`config.mk`:
```
export PLATFORM = sky130hd
export DESIGN_NAME = safe_io_expansion_flat
export DESIGN_NICKNAME = d
export VERILOG_FILES = /design/src/logic/safe_io_pkg.sv /design/src/logic/expansion_bus_if.sv /design/src/logic/safe_io_expansion.sv /design/src/flat_wrapper.sv
export SDC_FILE = /design/constraint.sdc
export NUM_CORES = 1
export LEC_CHECK = 0
export ABC_CLOCK_PERIOD_IN_PS = 11500
export BUFFER_PORTS_ARGS = -buffer_cell sky130_fd_sc_hd__clkbuf_2
export CAP_MARGIN = 15
export CORE_MARGIN = 1.5
export CORE_UTILIZATION = 28
export CTS_BUF_LIST = sky130_fd_sc_hd__clkbuf_4
export DETAILED_ROUTE_END_ITERATION = 10
export PLACE_DENSITY = 0.44
export SLEW_MARGIN = 5
export SYNTH_ARGS = -nofsm -noshare
export SYNTH_HDL_FRONTEND = slang
export SYNTH_SLANG_ARGS = --single-unit
```
`constraint.sdc`:
```
create_clock -name core_clk -period 11.5 [get_ports core_clk]
set_clock_uncertainty 0.15 [all_clocks]
set_input_delay 1.725 -clock core_clk [delete_from_list [all_inputs] [get_ports core_clk]]
set_output_delay 1.725 -clock core_clk [all_outputs]
set_load 0.005 [all_outputs]
```
`src/logic/safe_io_pkg.sv`:
```
/*
  constants shared by the safe i/o expansion unit and its main controller end:
  channel counts, timing figures and the cycle counts derived from them.
  assumes a single 200 MHz core clock on both ends.
*/
package safe_io_pkg;

  // ****************************************
  // channel counts
  // ****************************************
  localparam int NUM_INPUTS = 8;
  localparam int NUM_OUTPUTS = 4;
  localparam int NUM_TEST_GENS = 2;

  // ****************************************
  // clock and timing figures
  // ****************************************
  localparam int unsigned CLK_FREQ_MHZ = 200;
  localparam int unsigned FAST_SHUTOFF_US = 8000;      // longest added local response
  localparam int unsigned LOW_DEADLINE_STD_US = 3000;  // standard low-level deadline
  localparam int unsigned LOW_DEADLINE_EXT_US = 43000; // extended low-level deadline
  localparam int unsigned FAULT_REACT_STD_US = 10000;  // detection plus reaction, standard
  localparam int unsigned FAULT_REACT_EXT_US = 50000;  // detection plus reaction, extended
  localparam int unsigned TEST_GAP_US = 4000;          // longest test gap
  localparam int unsigned TEST_PERIOD_US = 200000;     // shortest test period
  localparam int unsigned PROOF_LOW_US = 1000000;      // least all-low proof time

  // ****************************************
  // derived cycle counts
  // ****************************************
  localparam int unsigned FAST_SHUTOFF_CYC = FAST_SHUTOFF_US * CLK_FREQ_MHZ;
  localparam int unsigned DEADLINE_STD_CYC = LOW_DEADLINE_STD_US * CLK_FREQ_MHZ;
  localparam int unsigned DEADLINE_EXT_CYC = LOW_DEADLINE_EXT_US * CLK_FREQ_MHZ;
  localparam int unsigned FAULT_REACT_STD_CYC = FAULT_REACT_STD_US * CLK_FREQ_MHZ;
  localparam int unsigned FAULT_REACT_EXT_CYC = FAULT_REACT_EXT_US * CLK_FREQ_MHZ;
  localparam int unsigned TEST_GAP_CYC = TEST_GAP_US * CLK_FREQ_MHZ;
  localparam int unsigned TEST_PERIOD_CYC = TEST_PERIOD_US * CLK_FREQ_MHZ;
  localparam int unsigned PROOF_LOW_CYC = PROOF_LOW_US * CLK_FREQ_MHZ;

  // counters wide enough for the one-second proof time
  localparam int CNT_W = 28;

  // ****************************************
  // reset values
  // ****************************************
  localparam logic [NUM_OUTPUTS-1:0] OUT_RESET = 4'h0;
  localparam logic [NUM_INPUTS-1:0] IN_RESET = 8'h00;

endpackage : safe_io_pkg

```
`src/logic/expansion_bus_if.sv`:
```
/*
  internal expansion bus between the main controller and the safe i/o unit.
  assumes both ends run on the same core clock; no clocking block.
*/
`timescale 1ns/1ps
interface expansion_bus_if;
  import safe_io_pkg::*;

  // device to controller
  logic [NUM_INPUTS-1:0] in_state;
  logic [NUM_OUTPUTS-1:0] out_fault;
  logic dev_running;
  // controller to device
  logic link_alive;
  logic cfg_load;
  logic [NUM_OUTPUTS-1:0] cfg_tp_disable;
  logic cfg_ext_detect;
  logic [NUM_OUTPUTS-1:0] cfg_fast_shutoff;
  logic cmd_valid;
  logic [NUM_OUTPUTS-1:0] out_cmd;

  modport dev (
    output in_state, out_fault, dev_running,
    input link_alive, cfg_load, cfg_tp_disable, cfg_ext_detect, cfg_fast_shutoff,
    input cmd_valid, out_cmd
  );

  modport ctrl (
    input in_state, out_fault, dev_running,
    output link_alive, cfg_load, cfg_tp_disable, cfg_ext_detect, cfg_fast_shutoff,
    output cmd_valid, out_cmd
  );
endinterface : expansion_bus_if

```
`src/logic/safe_io_expansion.sv`:
```
/*
  safe i/o expansion unit: eight safe inputs forwarded over the expansion bus,
  four safe outputs switched on controller command, two test pulse generators,
  local fast shut-off and cross-circuit monitoring of the outputs.
  assumes a main controller end on the bus, a read-back level per output, and
  inputs synchronous to core_clk.
*/
`timescale 1ns/1ps
module safe_io_expansion #(
  parameter int unsigned DEADLINE_STD = safe_io_pkg::DEADLINE_STD_CYC,
  parameter int unsigned DEADLINE_EXT = safe_io_pkg::DEADLINE_EXT_CYC,
  parameter int unsigned TP_PERIOD = safe_io_pkg::TEST_PERIOD_CYC,
  parameter int unsigned TP_GAP = safe_io_pkg::TEST_GAP_CYC
) (
  // clock and reset
  input wire logic core_clk,
  input wire logic rst_b,
  // expansion bus
  expansion_bus_if.dev bus,
  // field side inputs
  input wire logic [safe_io_pkg::NUM_INPUTS-1:0] safe_input_channel,
  input wire logic [safe_io_pkg::NUM_OUTPUTS-1:0] output_readback,
  // field side outputs
  output logic [safe_io_pkg::NUM_OUTPUTS-1:0] safe_output_channel,
  output logic first_test_pulse_output,
  output logic second_test_pulse_output,
  output logic module_state_indicator
);
  import safe_io_pkg::*;

  // ****************************************
  // types and helpers
  // ****************************************
  typedef enum logic [1:0] {
    ST_WAIT_CFG = 2'b01,
    ST_RUN = 2'b10
  } dev_state_t;

  // test gap sits at the start of each period
  function automatic logic in_gap(input logic [CNT_W-1:0] cnt);
    in_gap = (cnt < CNT_W'(TP_GAP));
  endfunction : in_gap

  // next count of a wrapping period counter
  function automatic logic [CNT_W-1:0] wrap_inc(input logic [CNT_W-1:0] cnt);
    wrap_inc = (cnt >= CNT_W'(TP_PERIOD - 1)) ? '0 : cnt + CNT_W'(1);
  endfunction : wrap_inc

  dev_state_t state_reg;
  logic [NUM_OUTPUTS-1:0] tp_disable_reg;
  logic ext_detect_reg;
  logic [NUM_OUTPUTS-1:0] fast_shutoff_reg;
  logic [NUM_OUTPUTS-1:0] cmd_reg;
  logic [NUM_OUTPUTS-1:0] fault_reg;
  logic [NUM_OUTPUTS-1:0] fault_next;
  logic [NUM_OUTPUTS-1:0] drive_next;
  logic [NUM_OUTPUTS-1:0] prev_out_reg;
  logic [CNT_W-1:0] tp_cnt_reg [NUM_TEST_GENS];
  logic [NUM_TEST_GENS-1:0] gap;
  logic [CNT_W-1:0] mon_cnt_reg [NUM_OUTPUTS];
  logic [CNT_W-1:0] deadline;
  logic running;

  assign running = (state_reg == ST_RUN) && bus.link_alive;

  // ****************************************
  // start-up configuration
  // ****************************************
  // nothing is kept locally across reset: settings come from the plug image
  always_ff @(posedge core_clk) begin
    if (!rst_b) begin
      state_reg <= ST_WAIT_CFG;
    end else begin
      unique case (state_reg)
        ST_WAIT_CFG: begin
          if (bus.cfg_load) begin
            state_reg <= ST_RUN;
          end
        end
        ST_RUN: begin
          state_reg <= ST_RUN; // frozen until the next reset
        end
      endcase
    end
  end

  // settings captured once; ignored later so they cannot change while running
  always_ff @(posedge core_clk) begin
    if (!rst_b) begin
      tp_disable_reg <= '0;
      ext_detect_reg <= 1'b0;
      fast_shutoff_reg <= '0;
    end else if (state_reg == ST_WAIT_CFG && bus.cfg_load) begin
      tp_disable_reg <= bus.cfg_tp_disable;
      ext_detect_reg <= bus.cfg_ext_detect;
      fast_shutoff_reg <= bus.cfg_fast_shutoff;
    end
  end

  // ****************************************
  // controller commands
  // ****************************************
  // last command kept; dropped when the controller goes away
  always_ff @(posedge core_clk) begin
    if (!rst_b) begin
      cmd_reg <= OUT_RESET;
    end else if (!running) begin
      cmd_reg <= OUT_RESET;
    end else if (bus.cmd_valid) begin
      cmd_reg <= bus.out_cmd;
    end
  end

  // ****************************************
  // test pulse generators
  // ****************************************
  // second generator runs half a period behind so the gaps never overlap
  always_ff @(posedge core_clk) begin
    if (!rst_b) begin
      tp_cnt_reg[0] <= '0;
      tp_cnt_reg[1] <= CNT_W'(TP_PERIOD / 2);
    end else begin
      tp_cnt_reg[0] <= wrap_inc(tp_cnt_reg[0]);
      tp_cnt_reg[1] <= wrap_inc(tp_cnt_reg[1]);
    end
  end

  assign gap[0] = in_gap(tp_cnt_reg[0]);
  assign gap[1] = in_gap(tp_cnt_reg[1]);

  // test outputs are high outside their gaps
  always_ff @(posedge core_clk) begin
    if (!rst_b) begin
      first_test_pulse_output <= 1'b0;
      second_test_pulse_output <= 1'b0;
    end else begin
      first_test_pulse_output <= ~gap[0];
      second_test_pulse_output <= ~gap[1];
    end
  end

  // ****************************************
  // output drive
  // ****************************************
  // local shut-off acts within one cycle, far inside the added 8 ms allowance
  always_comb begin
    for (int j = 0; j < NUM_OUTPUTS; j++) begin
      drive_next[j] = running && cmd_reg[j] && !fault_next[j];
      if (fast_shutoff_reg[j] && !safe_input_channel[j]) begin
        drive_next[j] = 1'b0;
      end
      // an untested output stays high, so a short to supply goes unseen
      if (!tp_disable_reg[j] && gap[j % NUM_TEST_GENS]) begin
        drive_next[j] = 1'b0;
      end
    end
  end

  always_ff @(posedge core_clk) begin
    if (!rst_b) begin
      safe_output_channel <= OUT_RESET;
      prev_out_reg <= OUT_RESET;
    end else begin
      safe_output_channel <= drive_next;
      prev_out_reg <= safe_output_channel;
    end
  end

  // ****************************************
  // cross-circuit monitor
  // ****************************************
  assign deadline = ext_detect_reg ? CNT_W'(DEADLINE_EXT) : CNT_W'(DEADLINE_STD);

  // counts cycles of read-back disagreeing with the driven level;
  // restarts on every edge of the driven level so the deadline runs from it
  always_ff @(posedge core_clk) begin
    if (!rst_b) begin
      for (int j = 0; j < NUM_OUTPUTS; j++) begin
        mon_cnt_reg[j] <= '0;
      end
    end else begin
      for (int j = 0; j < NUM_OUTPUTS; j++) begin
        if (safe_output_channel[j] != prev_out_reg[j]) begin
          mon_cnt_reg[j] <= '0;
        end else if (output_readback[j] == safe_output_channel[j]) begin
          mon_cnt_reg[j] <= '0;
        end else if (mon_cnt_reg[j] < deadline) begin
          mon_cnt_reg[j] <= mon_cnt_reg[j] + CNT_W'(1);
        end
      end
    end
  end

  // fault once the deadline is used up with the mismatch still present,
  // regardless of the output's test pulse setting
  always_comb begin
    for (int j = 0; j < NUM_OUTPUTS; j++) begin
      fault_next[j] = fault_reg[j] ||
        (mon_cnt_reg[j] >= deadline && output_readback[j] != safe_output_channel[j]);
    end
  end

  // sticky until reset; the forced-low output falls on the same edge as fault_reg sets,
  // well inside the 10 ms / 50 ms reaction budget
  always_ff @(posedge core_clk) begin
    if (!rst_b) begin
      fault_reg <= '0;
    end else begin
      fault_reg <= fault_next;
    end
  end

  // ****************************************
  // reports to the controller
  // ****************************************
  always_ff @(posedge core_clk) begin
    if (!rst_b) begin
      bus.in_state <= IN_RESET;
      bus.out_fault <= '0;
      bus.dev_running <= 1'b0;
      module_state_indicator <= 1'b0;
    end else begin
      bus.in_state <= safe_input_channel;
      bus.out_fault <= fault_reg;
      bus.dev_running <= running;
      module_state_indicator <= running && (fault_reg == '0);
    end
  end

endmodule : safe_io_expansion

```
`src/flat_wrapper.sv`:
```
// flat-port wrapper written by rule: the top's interface ports become plain ports
module safe_io_expansion_flat import safe_io_pkg::*;
#(
  parameter int unsigned DEADLINE_STD = safe_io_pkg::DEADLINE_STD_CYC,
  parameter int unsigned DEADLINE_EXT = safe_io_pkg::DEADLINE_EXT_CYC,
  parameter int unsigned TP_PERIOD = safe_io_pkg::TEST_PERIOD_CYC,
  parameter int unsigned TP_GAP = safe_io_pkg::TEST_GAP_CYC
)
  (core_clk, rst_b, safe_input_channel, output_readback, safe_output_channel, first_test_pulse_output, second_test_pulse_output, module_state_indicator, bus_in_state, bus_out_fault, bus_dev_running, bus_link_alive, bus_cfg_load, bus_cfg_tp_disable, bus_cfg_ext_detect, bus_cfg_fast_shutoff, bus_cmd_valid, bus_out_cmd);
  expansion_bus_if bus_i ();
  input wire logic core_clk;
  input wire logic rst_b;
  input wire logic [safe_io_pkg::NUM_INPUTS-1:0] safe_input_channel;
  input wire logic [safe_io_pkg::NUM_OUTPUTS-1:0] output_readback;
  output logic [safe_io_pkg::NUM_OUTPUTS-1:0] safe_output_channel;
  output logic first_test_pulse_output;
  output logic second_test_pulse_output;
  output logic module_state_indicator;
  output wire logic [$bits(bus_i.in_state)-1:0] bus_in_state;
  output wire logic [$bits(bus_i.out_fault)-1:0] bus_out_fault;
  output wire logic [$bits(bus_i.dev_running)-1:0] bus_dev_running;
  input wire logic [$bits(bus_i.link_alive)-1:0] bus_link_alive;
  input wire logic [$bits(bus_i.cfg_load)-1:0] bus_cfg_load;
  input wire logic [$bits(bus_i.cfg_tp_disable)-1:0] bus_cfg_tp_disable;
  input wire logic [$bits(bus_i.cfg_ext_detect)-1:0] bus_cfg_ext_detect;
  input wire logic [$bits(bus_i.cfg_fast_shutoff)-1:0] bus_cfg_fast_shutoff;
  input wire logic [$bits(bus_i.cmd_valid)-1:0] bus_cmd_valid;
  input wire logic [$bits(bus_i.out_cmd)-1:0] bus_out_cmd;
  assign bus_in_state = bus_i.in_state;
  assign bus_out_fault = bus_i.out_fault;
  assign bus_dev_running = bus_i.dev_running;
  assign bus_i.link_alive = bus_link_alive;
  assign bus_i.cfg_load = bus_cfg_load;
  assign bus_i.cfg_tp_disable = bus_cfg_tp_disable;
  assign bus_i.cfg_ext_detect = bus_cfg_ext_detect;
  assign bus_i.cfg_fast_shutoff = bus_cfg_fast_shutoff;
  assign bus_i.cmd_valid = bus_cmd_valid;
  assign bus_i.out_cmd = bus_out_cmd;
  safe_io_expansion #(.DEADLINE_STD(DEADLINE_STD), .DEADLINE_EXT(DEADLINE_EXT), .TP_PERIOD(TP_PERIOD), .TP_GAP(TP_GAP)) u_core (.core_clk(core_clk), .rst_b(rst_b), .bus(bus_i), .safe_input_channel(safe_input_channel), .output_readback(output_readback), .safe_output_channel(safe_output_channel), .first_test_pulse_output(first_test_pulse_output), .second_test_pulse_output(second_test_pulse_output), .module_state_indicator(module_state_indicator));
endmodule
```
==> summary.md, run 1 <==
| Metric | Value |
|---|---|
| First-pass iteration count of the detailed router | `5` |
| Pin count of the biggest net entering global routing | `33` |
| # IOs | `50` |
| Detailed Route WL | `24.0 mm` |
| Hold Path Depth | `1` |
| GP Congestion | `0.744` |
| Multi-input logic area | `0.00494 mm2` |
| CTS Buffer Depth | `3` |
| Maximum Capacitance Violations | `0` |
| Setup violators final | `0` |
| Hold_sp | `u_core.tp_cnt_reg[0][0]` |
| Post-Syn Area | `0.0105 mm2` |
| DRT iter0 DRCs | `384` |
| PnR worst setup slack | `7.69 ns` |
| Reg2Reg Depth | `7` |
| CTS resizes | `0` |
| Post-CTS Setup Bufs | `0` |
| Total track usage | `12.9%` |
| Ys Warns | `0` |
| Area leader, netlist | `edfxtp_1` |
| Synth Register Bits | `211` |
| Nets | `1223` |
| Die height | `197 um` |
| Syn_area_per_cell | `between 10 and 15 um2` |
| Via/cell ratio | `4.65` |
| Antenna viol nets, final | `0` |
| Top-count cell post-synth | `nor2_1` |
| Highest clock rate | `0.262 GHz` |
| Register area | `0.00535 mm2` |
| Synth top cells by count | `199 x nor2_1, 112 x edfxtp_1, 99 x dfxtp_1, 74 x xor2_1, 65 x nand2_1` |
| GR Util met3 | `between 4 and 5%` |
| Status | `complete, no violations` |
| DR vias | `7762` |
| First-pass GRT wire length | `between 30 and 40 mm` |
| Die Area | `0.0387 mm2` |
| Layout cells sized above 1 | `between 10% and 20%` |
| Worst Path Max Fanout | `24` |
| Sum Neg Setup Slack | `0 ns` |
| Hold Crit Class | `flip-flop to flip-flop` |
| Core Area | `0.0368 mm2` |
| Flip-flop count of the largest register after layout | `112` |
| Area Overhead vs Synth | `15.1%` |
| Initial antenna violation count | `6` |
| GR Layer Usage met1 | `17.1%` |
| Register area share after synthesis | `50.9%` |
| Reg clk slew, reported paths | `0.06 ns` |
| Peak VDD IR | `roughly 0.068 mV` |
| Initial core utilization | `approximately 29%` |
| DR WL/cell | `around 14 um` |
| Internal reg-to-reg setup slack | `approximately 7.7 ns` |
| CP arrival | `4.14 ns` |
| Setup crit start kind | `flip-flop` |
| Total global routing overflow | `0` |
| Final-layout fill cell count | `3850` |
| Clock sink count | `211` |
| Ys flop type | `edfxtp_1` |
| Htree depth | `3` |
| P_leak | `4.40 nW` |
| Post-synthesis cell count | `1045` |
| Dpl ws | `7.31 ns` |
| Max Slew Vio Count | `0` |
| Rows | `70` |
| CTS tree | `built` |
| Vias in the first global route | `between 7k and 8k` |
| Pwr Total | `1.65 mW` |
| RSZ-0062 raised after global routing | `false` |
| Crit end category | `flip-flop` |
| Post-synth EDFFs | `112` |
| FF-to-FF End | `u_core.mon_cnt_reg[1][17]` |
| Count of different cell masters after synthesis | `58` |
| GR met2 Demand/Resource | `a little under a fifth` |
| Clock Tree Root | `clkbuf_4` |
| Reg-to-reg startpoint | `u_core.ext_detect_reg` |
| Ys async rst share | `0%` |
| WS Path Type | `flip-flop to flip-flop` |
| Hold EP | `u_core.tp_cnt_reg[0][0]` |
| IO buf count | `a little under 50` |
| CTS Hold Buffers Added | `0` |
| Die Width | `197 um` |
| Count of final hold-check violations | `0` |
| Final routed DRC violation total | `0` |
| Synth area leaders | `edfxtp_1 32%, dfxtp_1 19%, nor2_1 7.1%` |
| Fin crit share | `33.2%` |
| Hpwl dp | `~16 mm` |
| Pwr dens | `137 mW/mm2` |
| CP required | `~12 ns` |
| Yosys top cell area share | `32.0%` |
| Worst-margin pin slew | `between 0.9 and 1 ns` |
| Fin crit period | `about 3.8 ns` |
| TritonCTS Buffers | `66` |
| Relative max-transition margin | `between 30% and 40%` |
| Global route hottest layer | `met2` |
| Worst-Skew Late Latency | `about 0.67 ns` |
==> metal layers <==
layer	wire (um)	share of wire [%]
met3	1440	6.0
met5	22	0.092
met1	11800	49
met2	10100	42
met4	639	2.7
==> worst max-delay path by stage <==
stage	to	cells past startpoint	startpoint	slack (ns)
finish	u_core.mon_cnt_reg[1][17]	7	u_core.ext_detect_reg	7.69
global route	u_core.mon_cnt_reg[1][8]	7	u_core.ext_detect_reg	7.16
CTS	u_core.mon_cnt_reg[1][17]	7	u_core.ext_detect_reg	7.43
detailed placement	u_core.mon_cnt_reg[1][17]	6	rst_b	7.31
global placement	u_core.mon_cnt_reg[1][15]	6	rst_b	7.41
floorplan	u_core.mon_cnt_reg[0][0]	7	u_core.ext_detect_reg	7.05
==> metrics by stage <==
step	hold slack, ns	utilization [%]	cells	instance area, um2
4_1_cts	0.291	32.8	1664	12100
2_1_floorplan	0.263	-	1060	10600
3_5_place_dp	0.282	30.7	1554	11300
3_3_place_gp	0.278	30.7	1554	11300
6_report	0.289	32.9	1669	12100
5_1_grt	0.312	32.9	1666	12100
==> layout make-up <==
class                      count  area share [%]
clock inverter                14           0.434
antenna                        4          0.0827
sequential                   211            44.2
multi-input combinational    783            40.9
clock buffer                  96            5.96
tap                          468            4.84
inverter                      35            1.09
timing repair buffer          58            2.56
==> kinds of logic after synthesis <==
group / share of synthesized area, %
mux: 1.24
simple gates: 23.4
other cells: 0.0357
compound gates: 5.71
buf+inv: 2.69
flops: 50.9
fa+ha+maj: 4.52
xor+xnor: 11.5
==> worst max-delay path: stages (launching register included) <==
cell	delay, ns
dfxtp_1	0.78
inv_1	0.57
ha_1	0.39
a211oi_1	0.24
o211ai_1	0.11
a211oi_1	0.31
nand3_1	0.75
nor2_1	0.31
==> report_power, final <==
| group | internal [mW] | leakage, nW | switching, mW |
|---|---|---|---|
| logic | 0.0358 | 1.89 | 0.0493 |
| clock network | 0.378 | 0.466 | 0.334 |
| registers | 0.824 | 2.05 | 0.0310 |
| total | 1.24 | 4.40 | 0.414 |
==> cell usage in the layout, fill, tap and decap left out, types with 16 or more instances in the layout <==
cell,Yosys,layout
xor2_1,74,74
conb_1,1,16
and2_1,21,21
clkbuf_4,0,96
and3_1,31,31
ha_1,38,38
dfxtp_1,99,99
inv_1,34,34
and4_1,16,16
nand2_1,65,65
nor3_1,22,22
edfxtp_1,112,112
nand3_1,58,58
clkbuf_2,0,50
o21ai_0,22,21
nor4_1,17,17
nand4_1,32,32
xnor2_1,64,64
nor2_1,199,199
(Power assumes the default switching activity.)
==> inputs of run 2 (changes only) <==
ABC_CLOCK_PERIOD_IN_PS = 3130   (was 11500)
PLACE_DENSITY = 0.45   (was 0.44)
clock period = 3.13 ns   (was 11.5 ns; I/O delays follow)
==> summary.md, run 2 (synthesis results as in run 1) <==
| Metric | Value |
|---|---|
| Final-layout fill cell count | `3828 (-0.57%)` |
| Post-placement cell count | `1562 (+0.51%)` |
| # IOs | `50 (unchanged)` |
| Internal reg-to-reg setup slack | `0.34 ns (-7.35 ns)` |
| Count of final hold-check violations | `0 (unchanged)` |
| Most common cell after layout, fill and taps aside | `nor2_1` |
| Rows | `70 (unchanged)` |
| Core Area | `0.0368 mm2 (unchanged)` |
| Reg2Reg Depth | `9 (+2)` |
| DRT iter0 DRCs | `296 (-23%)` |
| GP Congestion | `0.752 (+1.1%)` |
| CTS Buffer Depth | `3 (unchanged)` |
| Pwr dens | `493 mW/mm2 (+260%)` |
| WS Path Type | `flip-flop to flip-flop` |
| First-pass GRT wire length | `40.1 mm (+0.59%)` |
| Nets | `1266 (+3.5%)` |
| Htree depth | `3 (unchanged)` |
| Vias in the first global route | `7747 (+0.45%)` |
| DR WL/cell | `14.1 um (-2.4%)` |
| Max Slew Vio Count | `0 (unchanged)` |
| CP required | `3.36 ns (-8.47 ns)` |
| Fin area | `0.0126 mm2 (+4.1%)` |
| Initial core utilization | `28.6% (unchanged)` |
| Setup crit start kind | `flip-flop` |
| Crit end category | `flip-flop` |
| Die height | `197 um (unchanged)` |
| Hpwl dp | `15.9 mm (-0.25%)` |
| First-pass iteration count of the detailed router | `4 (-1)` |
| Initial antenna violation count | `1 (-5)` |
| Via/cell ratio | `4.56 (-2.0%)` |
| Area Overhead vs Synth | `19.8%` |
| CP arrival | `3.02 ns (-1.12 ns)` |
| Hold Path Depth | `3 (+2)` |
| TritonCTS Buffers | `66 (unchanged)` |
| Die Area | `0.0387 mm2 (unchanged)` |
| Worst hold slack | `0.0680 ns (-0.221 ns)` |
| Worst-Skew Late Latency | `0.69 ns (+0.02 ns)` |
| Layout cells sized above 1 | `15.7% (+1.3 points)` |
| Most frequent cells in the layout | `199 x nor2_1, 112 x edfxtp_1, 102 x clkbuf_4, 99 x dfxtp_1, 74 x xor2_1` |
| Relative max-transition margin | `44.6% (+10 points)` |
| Pin count of the biggest net entering global routing | `32 (-3.0%)` |
| Fin crit share | `89.3% (+56 points)` |
| P_leak | `4.64 nW (+5.4%)` |
| Pwr Total | `6.21 mW (+280%)` |
| Detailed Route WL | `24.1 mm (+0.37%)` |
| Total track usage | `13.1% (+0.15 points)` |
| Status | `complete, no violations` |
| Flip-flop count of the largest register after layout | `112 (unchanged)` |
| DR vias | `7828 (+0.85%)` |
| Area after DPL | `0.0114 mm2 (+0.77%)` |
| RSZ-0062 raised after global routing | `false` |
| Die Width | `197 um (unchanged)` |
| Highest clock rate | `0.358 GHz (+36%)` |
| Antenna viol nets, final | `0 (unchanged)` |
| Fin crit period | `2.79 ns (-1.02 ns)` |
| Total global routing overflow | `0 (unchanged)` |
| Worst-margin pin slew | `0.829 ns (-0.152 ns)` |
| Hold Crit Class | `primary input to flip-flop` |
| Setup violators final | `0 (unchanged)` |
| Peak VDD IR | `0.179 mV (+160%)` |
| IO buf count | `49 (unchanged)` |
| Clock sink count | `211 (unchanged)` |
| Worst Path Max Fanout | `20 (-17%)` |
| CTS tree | `built` |
| Post-Layout Cell Count | `1717 (+2.9%)` |
| Clock Tree Root | `clkbuf_4` |
| Final routed DRC violation total | `0 (unchanged)` |
| Maximum Capacitance Violations | `0 (unchanged)` |
| Reg clk slew, reported paths | `0.06 ns (about the same)` |
run 2: changes by cell type in the layout (fill, tap and decap cells not counted), moves of 3 or more:
cell           delta
dlygate4sd3_1    +31
buf_4            +12
diode_2           -3
clkbuf_4          +6
run 2: metal layers:
layer | part of all wire, % | routed length [um] | track usage (%) | vias to the layer above
met4 | 2.9 | 704 | 5.88 | 0
met1 | 50 | 12000 | 17.8 | 3611
met5 | 0 | 0 | 0 | -
li1 | - | - | - | 4033
met3 | 4.4 | 1070 | 3.35 | 58
met2 | 43 | 10400 | 19.4 | 126
run 2: what timing repair did:
| item | CTS | global route |
|---|---|---|
| hold endpoints to repair | 24 | 0 |
| gates resized for setup | 1 | 2 |
| endpoints found under the setup margin | 19 | 101 |
| hold buffers | 31 | 0 |
| setup buffers | 0 | 5 |
run 2: power breakdown:
| group | internal [mW] | leakage [nW] | switching, mW |
|---|---|---|---|
| combinational | 0.164 | 2.09 | 0.196 |
| sequential | 3.03 | 2.05 | 0.110 |
| clock | 1.48 | 0.502 | 1.24 |
| total | 4.67 | 4.64 | 1.54 |
run 2: per-stage QoR:
stage	util, %	worst slack, ns	TNS, ns
final	34.2	0.336	0
after global routing	34.2	0.124	0
after CTS	34.1	0.0161	0
after detailed placement	31.0	-0.0308	-0.0592
after global placement	31.0	0.0529	0
after floorplan	-	0.0232	0
run 2: path summary, 6_finish.rpt:
kind | from | endpoint
worst max register to register | u_core.ext_detect_reg | u_core.mon_cnt_reg[1][11]
worst min-delay path | rst_b | u_core.fast_shutoff_reg[2]
worst min register to register | u_core.tp_cnt_reg[0][0] | u_core.tp_cnt_reg[0][0]
worst max-delay path | u_core.ext_detect_reg | u_core.mon_cnt_reg[1][11]
run 2: cell type report:
type / instances / area (um2) / area share (%)
inverter: 35 / 135 / 1.07
tap: 468 / 586 / 4.65
timing repair buffer: 101 / 726 / 5.76
clock inverter: 16 / 61.3 / 0.487
clock buffer: 102 / 766 / 6.08
sequential: 211 / 5350 / 42.4
antenna: 1 / 2.50 / 0.0199
multi-input combinational: 783 / 4970 / 39.5
run 2: critical path, cell delays in order, from the launching register on:
cell and delay, ns:
dfxtp_1 0.37, clkinvlp_4 0.15, buf_4 0.19, ha_1 0.30, and3_1 0.17, a221o_1 0.32, nand4_1 0.11, and2_1 0.19
nand2b_2 0.31, buf_12 0.21
